## src/core/pcsd_pkg.sv

```systemverilog
// Package for the pulse-count switch decoder: timing constants and states.
// Assumes a 100 MHz system clock; timeouts are counted in that clock.
package pcsd_pkg;

  localparam int unsigned PCSD_CLK_MHZ = 100;
  // Timeouts in nanoseconds, as printed (typical and longest)
  localparam int unsigned PCSD_TIMEOUT_TYP_NS = 2600;
  localparam int unsigned PCSD_TIMEOUT_MAX_NS = 4000;
  localparam int unsigned PCSD_CLK_PERIOD_NS = 1000 / PCSD_CLK_MHZ;
  // Use the typical figure; it is below the longest so rounding down is safe
  localparam int unsigned PCSD_LATCH_CYCLES = PCSD_TIMEOUT_TYP_NS / PCSD_CLK_PERIOD_NS;
  localparam int unsigned PCSD_OFF_CYCLES = PCSD_TIMEOUT_TYP_NS / PCSD_CLK_PERIOD_NS;
  localparam int unsigned PCSD_TMR_W = 12;
  localparam logic [PCSD_TMR_W-1:0] PCSD_LATCH_LAST =
    PCSD_TMR_W'(PCSD_LATCH_CYCLES - 1);
  localparam logic [PCSD_TMR_W-1:0] PCSD_OFF_LAST = PCSD_TMR_W'(PCSD_OFF_CYCLES - 1);

  // Switch counts of the two variants
  localparam int unsigned PCSD_SW_MAX = 5;
  localparam int unsigned PCSD_SW_SMALL = 3;
  localparam logic [4:0] PCSD_CNT_RESET = 5'h00;
  localparam logic [4:0] PCSD_SW_RESET = 5'h00;

  // Gray-coded along disabled -> counting -> latched
  typedef enum logic [1:0] {
    PCSD_ST_OFF = 2'b00,
    PCSD_ST_COUNT = 2'b01,
    PCSD_ST_HOLD = 2'b11
  } pcsd_state_t;

endpackage : pcsd_pkg

```

## src/core/pcsd_sync.sv

```systemverilog
// Two-flop synchroniser for one asynchronous level.
// Assumes a single clock domain; output is the second stage only.
module pcsd_sync (
  // Clock and reset
  input wire logic i_clk,
  input wire logic i_arst_n,
  // Level
  input wire logic i_async,
  output logic o_sync
);
  logic meta_r;

  always_ff @(posedge i_clk or negedge i_arst_n) begin
    if (!i_arst_n) begin
      meta_r <= 1'b0;
      o_sync <= 1'b0;
    end else begin
      meta_r <= i_async;
      o_sync <= meta_r;
    end
  end
endmodule : pcsd_sync

```

## src/core/pcsd_timer.sv

```systemverilog
// Level-duration timer: counts cycles while a level holds, flags at the limit.
// Assumes the limit is a constant below two to the width.
module pcsd_timer
  import pcsd_pkg::*;
(
  // Clock and reset
  input wire logic i_clk,
  input wire logic i_arst_n,
  // Control
  input wire logic i_run,
  input wire logic [PCSD_TMR_W-1:0] i_last,
  output logic o_done
);
  logic [PCSD_TMR_W-1:0] cnt_r;

  // Done is sticky while the level holds, cleared on the first clock after it drops
  always_ff @(posedge i_clk or negedge i_arst_n) begin
    if (!i_arst_n) begin
      cnt_r <= '0;
      o_done <= 1'b0;
    end else if (!i_run) begin
      cnt_r <= '0;
      o_done <= 1'b0;
    end else if (cnt_r == i_last) begin
      o_done <= 1'b1;
    end else begin
      cnt_r <= cnt_r + PCSD_TMR_W'(1);
    end
  end
endmodule : pcsd_timer

```

## src/core/pcsd_top.sv

```systemverilog
// Pulse-count switch decoder: single control line drives five (or three) switches.
// Assumes the control line is asynchronous and the supply-good flag is a level.
//
// Function
// RQ1: Every rising edge on the control line advances the control counter by one.
// RQ2: In the five-switch variant the count decodes into 32 distinct switch patterns.
// RQ3: In the five-switch variant the counter wraps to its first state after 32 edges.
// RQ4: The host keeps pulse bursts at or below 1 MHz.
// RQ5: The count reaches the outputs only after the line stays high for the latch timeout.
// RQ6: When disabled, the first rising edge enables the device and counts as the first edge.
// RQ7: Further low pulses change the state, applied after the line stays high for the timeout.
// RQ8: The device disables itself after the line stays low for the off timeout.
// RQ9: In the three-switch variant the count decodes into eight patterns and wraps after eight.
// RQ10: A supply below the operating level forces every switch off.
// RQ11: Each of the five switch outputs is controlled on its own from the decoded count.
// RQ12: Count one turns all on; count minus one is the off mask with output one as bit zero.
// RQ13: A new burst after a latched state restarts the counter from zero.
// RQ14: The host keeps low phases below the off timeout and gaps below the latch timeout.
module pcsd_top
  import pcsd_pkg::*;
#(
  // Set to 1 for the three-switch variant
  parameter bit SMALL_VARIANT = 1'b0
) (
  // Clock and reset
  input wire logic i_clk,
  input wire logic i_arst_n,
  // Control line and supply monitor
  input wire logic i_serial_enable,
  input wire logic i_supply_ok,
  // Switch outputs, bit 0 is switch_output_one, bit 4 switch_output_five
  output logic [4:0] o_switch_on,
  output logic o_enabled
);

  ////////////////////////////////////////////////////////////////////////////
  // Input synchronisation

  logic line_s;
  logic supply_s;
  logic line_d_r;
  logic rise;
  logic fall;

  pcsd_sync u_sync_line (
    .i_clk(i_clk),
    .i_arst_n(i_arst_n),
    .i_async(i_serial_enable),
    .o_sync(line_s)
  );

  pcsd_sync u_sync_supply (
    .i_clk(i_clk),
    .i_arst_n(i_arst_n),
    .i_async(i_supply_ok),
    .o_sync(supply_s)
  );

  always_ff @(posedge i_clk or negedge i_arst_n) begin
    if (!i_arst_n) begin
      line_d_r <= 1'b0;
    end else begin
      line_d_r <= line_s;
    end
  end

  assign rise = line_s && !line_d_r;
  assign fall = !line_s && line_d_r;

  ////////////////////////////////////////////////////////////////////////////
  // Timeouts

  logic latch_done;
  logic off_done;
  logic latch_done_d_r;
  logic latch_evt;

  pcsd_timer u_latch_timer (
    .i_clk(i_clk),
    .i_arst_n(i_arst_n),
    .i_run(line_s),
    .i_last(PCSD_LATCH_LAST),
    .o_done(latch_done)
  );

  pcsd_timer u_off_timer (
    .i_clk(i_clk),
    .i_arst_n(i_arst_n),
    .i_run(!line_s),
    .i_last(PCSD_OFF_LAST),
    .o_done(off_done)
  );

  always_ff @(posedge i_clk or negedge i_arst_n) begin
    if (!i_arst_n) begin
      latch_done_d_r <= 1'b0;
    end else begin
      latch_done_d_r <= latch_done;
    end
  end

  assign latch_evt = latch_done && !latch_done_d_r;

  ////////////////////////////////////////////////////////////////////////////
  // Control state

  pcsd_state_t state_r;
  pcsd_state_t state_nxt;

  always_comb begin
    state_nxt = state_r;
    case (state_r)
      PCSD_ST_OFF: begin
        if (rise && supply_s) begin
          state_nxt = PCSD_ST_COUNT; // [RQ6]
        end
      end
      PCSD_ST_COUNT: begin
        if (latch_evt) begin
          state_nxt = PCSD_ST_HOLD; // [RQ5]
        end
      end
      PCSD_ST_HOLD: begin
        if (rise) begin
          state_nxt = PCSD_ST_COUNT; // [RQ7]
        end
      end
      default: begin
        state_nxt = PCSD_ST_OFF;
      end
    endcase
    // A rise ends the low phase, so it beats an off flag still set from it
    if ((off_done && !rise) || !supply_s) begin
      state_nxt = PCSD_ST_OFF; // [RQ8] [RQ10]
    end
  end

  always_ff @(posedge i_clk or negedge i_arst_n) begin
    if (!i_arst_n) begin
      state_r <= PCSD_ST_OFF;
    end else begin
      state_r <= state_nxt;
    end
  end

  ////////////////////////////////////////////////////////////////////////////
  // Edge counter

  // Holds count minus one, so it is directly the off mask
  logic [4:0] cnt_r;
  logic [4:0] cnt_mask;

  assign cnt_mask = SMALL_VARIANT ? 5'h07 : 5'h1F; // [RQ3] [RQ9]

  always_ff @(posedge i_clk or negedge i_arst_n) begin
    if (!i_arst_n) begin
      cnt_r <= PCSD_CNT_RESET;
    end else if (rise && state_r != PCSD_ST_COUNT) begin
      cnt_r <= PCSD_CNT_RESET; // [RQ6] [RQ13]
    end else if (rise) begin
      cnt_r <= (cnt_r + 5'h01) & cnt_mask; // [RQ1] [RQ3] [RQ9]
    end
  end

  ////////////////////////////////////////////////////////////////////////////
  // Outputs

  // Switches only follow the latched count, never the running one
  always_ff @(posedge i_clk or negedge i_arst_n) begin
    if (!i_arst_n) begin
      o_switch_on <= PCSD_SW_RESET;
    end else if (state_nxt == PCSD_ST_OFF) begin
      o_switch_on <= PCSD_SW_RESET; // [RQ8] [RQ10]
    end else if (state_r == PCSD_ST_COUNT && latch_evt) begin
      o_switch_on <= ~cnt_r & cnt_mask; // [RQ2] [RQ11] [RQ12] [RQ5]
    end
  end

  always_ff @(posedge i_clk or negedge i_arst_n) begin
    if (!i_arst_n) begin
      o_enabled <= 1'b0;
    end else begin
      o_enabled <= state_nxt != PCSD_ST_OFF;
    end
  end

  // Own run-length counters, so the timers' counts are not taken on trust
  logic [PCSD_TMR_W-1:0] high_run_r;
  logic [PCSD_TMR_W-1:0] low_run_r;

  always_ff @(posedge i_clk or negedge i_arst_n) begin
    if (!i_arst_n) begin
      high_run_r <= '0;
    end else if (!line_s) begin
      high_run_r <= '0;
    end else if (high_run_r != '1) begin
      high_run_r <= high_run_r + PCSD_TMR_W'(1);
    end
  end

  always_ff @(posedge i_clk or negedge i_arst_n) begin
    if (!i_arst_n) begin
      low_run_r <= '0;
    end else if (line_s) begin
      low_run_r <= '0;
    end else if (low_run_r != '1) begin
      low_run_r <= low_run_r + PCSD_TMR_W'(1);
    end
  end
endmodule : pcsd_top

```

## config.mk

```make
export PLATFORM = sky130hd
export DESIGN_NAME = pcsd_top
export DESIGN_NICKNAME = d
export VERILOG_FILES = /design/src/core/pcsd_pkg.sv /design/src/core/pcsd_sync.sv /design/src/core/pcsd_timer.sv /design/src/core/pcsd_top.sv
export SDC_FILE = /design/constraint.sdc
export NUM_CORES = 1
export LEC_CHECK = 0
export BUFFER_PORTS_ARGS = -buffer_cell sky130_fd_sc_hd__buf_2
export CAP_MARGIN = 20
export CORE_UTILIZATION = 50
export CTS_CLUSTER_DIAMETER = 30
export DETAILED_ROUTE_END_ITERATION = 16
export PLACE_DENSITY = 0.78
export SYNTH_ARGS = -nofsm -noshare
export SYNTH_HDL_FRONTEND = slang
export SYNTH_HIERARCHICAL = 1
export SYNTH_SLANG_ARGS = --single-unit
```

## constraint.sdc

```tcl
create_clock -name i_clk -period 2.2 [get_ports i_clk]
set_input_delay 0.11 -clock i_clk [delete_from_list [all_inputs] [get_ports i_clk]]
set_output_delay 0.11 -clock i_clk [all_outputs]
set_load 0.03 [all_outputs]
```

==> run metrics <==
endpoint class of the critical path flip-flop; number of distinct library cell variants in the gate-level netlist after synthesis 51; compound-gate portion of the synthesized area 12.9%; Crit path arrival time 2.14 ns; pin count of the biggest net entering global routing 22; post-synthesis instance area 2790 µm²; dominant combinational cell family by area after synthesis simple AND/OR/NAND/NOR gates; die span in y 76.7 µm; transition time of the tightest slew-check pin 0.520 ns; clock tree from TritonCTS done; worst skew pair latency 0.29 ns; synthesis-to-finish area growth 9.87%; initial DRC count 82; Post-synth EDFFs 0; fill cell instance count of the final layout 463; Worst Skew 0.0117 ns; max-slew violation total from the final report 0; Clk pin slew, worst setup/hold paths 0.09 ns; global router's overall resource usage 20.7%; total inserted antenna cells 0; die span in x 76.7 µm; power density over the cells 550 nW/µm²; timing-limited maximum frequency 504 MHz; standard-cell rows 26; portion of netlist area occupied by mux cells 1.44%; wire length reported by the detailed router 5680 µm; sequential cell area fraction in the yosys report 40.4%; H-tree levels 2; count of input and output buffers 9; Total Neg Setup Slack 0 ns; Slew Limit Headroom 65.3%; library cell with the largest summed area after synthesis sky130_fd_sc_hd__dfrtp_1; leading register cell type out of synthesis sky130_fd_sc_hd__dfrtp_1; most frequent cell after synthesis sky130_fd_sc_hd__dfrtp_1; sequential cell fraction of total power 52.1%; placer's final routability congestion estimate 0.865; final standard cell count with taps included and fillers excluded 396; full die area 5880 µm²; critical path fanouts, max 16; setup repair after global routing missed its margin no; Cell Count Post-Placement 385; final hold viol count 0; Max-Cap Viols 0; Cell Int Power 1250 µW; post-detailed-route wirelength per cell 14.3 µm; Leakage 0.00128 µW; result of the run finished clean; top post-synthesis cells by count 45 x sky130_fd_sc_hd__dfrtp_1, 35 x sky130_fd_sc_hd__nand2_1, 17 x sky130_fd_sc_hd__nand3_1, 17 x sky130_fd_sc_hd__or4_1, 16 x sky130_fd_sc_hd__nand4_1; initial antenna violation count 0; DRC violations left 0; biggest area contributors in the synthesized netlist sky130_fd_sc_hd__dfrtp_1 40%, sky130_fd_sc_hd__nand2_1 4.7%, sky130_fd_sc_hd__or4_1 4.6%, sky130_fd_sc_hd__xor2_1 4.1%, sky130_fd_sc_hd__xnor2_1 3.8%; global-route wire length before repair 9780 µm; Finish-stage setup viols 0; vias per cell 5.70; synthesized instance count 299; portion of the clock cycle consumed by the worst path in the final layout 90.2%; critical setup path kind reg2reg; Detailed Routing Iterations Pass 1 4; share of the synthesized area in the top cell type 40.4%; routed via count 2258; final critical-path setup slack 0.216 ns; Num CTS Buffers 5; final design utilization 58.5%; clock share of power 37.7%; synthesized-area fraction occupied by adder cells 1.35%; via count of the first global-routing pass 2146; fraction of registers with async set/reset 100%; Post-Place Worst Slack 0.293 ns; final period demand of the worst path 1.98 ns; register bit total from synthesis 45; post-DP HPWL 4030 µm; Gate power share 10.2%; number of buffers inserted by post-CTS setup repair 0; number of clock sinks 45; switching power share of the total 25.8%; IR Drop Worst-Case VDD 0.000636 V; data required time of the critical path 2.36 ns; share of the synthesized netlist area taken by xor and xnor gates 10.2%; synthesized area per cell 9.33 µm²; Post-CTS Hold Fix Bufs 3; Tightest Hold Check Type in2async; residual antenna-violating net count after detailed routing 0; grt ovf 0; deepest clock path buffer count 2; net switching power of the design 435 µW; Initial Utilization 53.2%; CTS root buffer sky130_fd_sc_hd__clkbuf_8; area inside the core boundary 5240 µm²; number of warnings printed during yosys synthesis 6; Synth Area in Simple Gates 26.2%; element type at the critical path start flip-flop; I/O pin count 10; CTS-repair resized insts 0; Final Net Count 332; layout cell share with drive strength beyond 1 12.6%
## power groups by stage
stage	registers [µW]	logic (µW)	clock network (µW)
after floorplan	882	132	0
after global placement	895	162	0
after detailed placement	895	168	0
after CTS	879	173	652
after global routing	883	195	682
final	878	172	635
## through the flow
| step | cell area (µm²) | total power (µW) | hold slack, ns |
|---|---|---|---|
| 6_report | 3060 | 1690 | 0.290 |
| 5_1_grt | 3060 | 1760 | 0.337 |
| 4_1_cts | 3060 | 1700 | 0.311 |
| 3_5_place_dp | 2920 | 1060 | 0.0931 |
| 3_3_place_gp | 2920 | 1060 | 0.0845 |
| 2_1_floorplan | 2870 | 1010 | -0.186 |
## registers in the layout, indices dropped and copies added (netlist names), 2 cells and up
name and count:
cnt_r 5, o_switch_on 5, state_r 2, u_latch_timer/cnt_r 12, u_off_timer/cnt_r 12
## area by class of cell
type	instances	area (µm²)	area share, %
Multi-Input combinational cell	240	1540	50.4
Sequential cell	45	1130	36.7
Tap cell	70	87.6	2.86
Clock inverter	3	46.3	1.51
Inverter	11	41.3	1.35
Timing Repair Buffer	22	150	4.90
Clock buffer	5	68.8	2.25
## routing by layer
layer	routed length, µm	part of all wire [%]	track usage (%)	up-vias
li1	-	-	-	1111
met1	2610	46	27.7	1097
met2	2820	50	35.3	46
met3	202	3.6	3.45	4
met4	43	0.76	4.23	0
met5	0	0	0	-
## final timing paths
path                            cells past startpoint  slack [ns]                                  to                          startpoint
worst max-delay path                                5        0.22  u_latch_timer/cnt_r[5]$_DFFE_PN0P_  u_latch_timer/cnt_r[5]$_DFFE_PN0P_
worst min-delay path                                2        0.29    u_off_timer/cnt_r[3]$_DFFE_PN0P_                            i_arst_n
worst max register to register                      5        0.22  u_latch_timer/cnt_r[5]$_DFFE_PN0P_  u_latch_timer/cnt_r[5]$_DFFE_PN0P_
worst min register to register                      0        0.36        u_sync_line/o_sync$_DFF_PN0_        u_sync_line/meta_r$_DFF_PN0_
max in group asynchronous                           3        1.30  u_latch_timer/cnt_r[5]$_DFFE_PN0P_                            i_arst_n
min in group i_clk                                  0        0.36        u_sync_line/o_sync$_DFF_PN0_        u_sync_line/meta_r$_DFF_PN0_
## cell families (layout without fill, tap and decap cells)
group	count (synthesis)	after routing
compound gates	52	52
mux	4	4
buf+inv	36	41
flops	45	45
fa+ha+maj	3	3
xor+xnor	29	29
simple gates	128	128
other cells	2	24
## layout by cell type, fill, tap and decap left out, types with 3 or more instances in the layout
master	n
sky130_fd_sc_hd__or4_1	17
sky130_fd_sc_hd__nor3_1	6
sky130_fd_sc_hd__buf_4	10
sky130_fd_sc_hd__nor2_1	8
sky130_fd_sc_hd__or2_1	3
sky130_fd_sc_hd__nor4_1	5
sky130_fd_sc_hd__nand2b_1	3
sky130_fd_sc_hd__dfrtp_1	45
sky130_fd_sc_hd__xor2_1	13
sky130_fd_sc_hd__ha_1	3
sky130_fd_sc_hd__mux2i_1	4
sky130_fd_sc_hd__conb_1	24
sky130_fd_sc_hd__a21oi_1	11
sky130_fd_sc_hd__nor4_2	3
sky130_fd_sc_hd__xnor2_2	4
sky130_fd_sc_hd__o21ai_1	7
sky130_fd_sc_hd__nand4_1	16
sky130_fd_sc_hd__nand3_1	17
sky130_fd_sc_hd__inv_1	11
sky130_fd_sc_hd__o31ai_1	6
sky130_fd_sc_hd__nand2_1	35
sky130_fd_sc_hd__xnor2_1	12
sky130_fd_sc_hd__dlygate4sd3_1	3
sky130_fd_sc_hd__a22oi_2	3
sky130_fd_sc_hd__clkbuf_8	5
sky130_fd_sc_hd__o211ai_1	4
sky130_fd_sc_hd__o21ai_0	3
sky130_fd_sc_hd__buf_2	9
sky130_fd_sc_hd__a31oi_1	5
## worst max-delay path, cell delays in order, from the launching register on
cell                      delay [ns]
sky130_fd_sc_hd__dfrtp_1        0.42
sky130_fd_sc_hd__xor2_1         0.18
sky130_fd_sc_hd__nor4_2         0.43
sky130_fd_sc_hd__and3_1         0.56
sky130_fd_sc_hd__or4_1          0.20
sky130_fd_sc_hd__a21oi_1        0.06
Power figures use the tool's default switching activity.
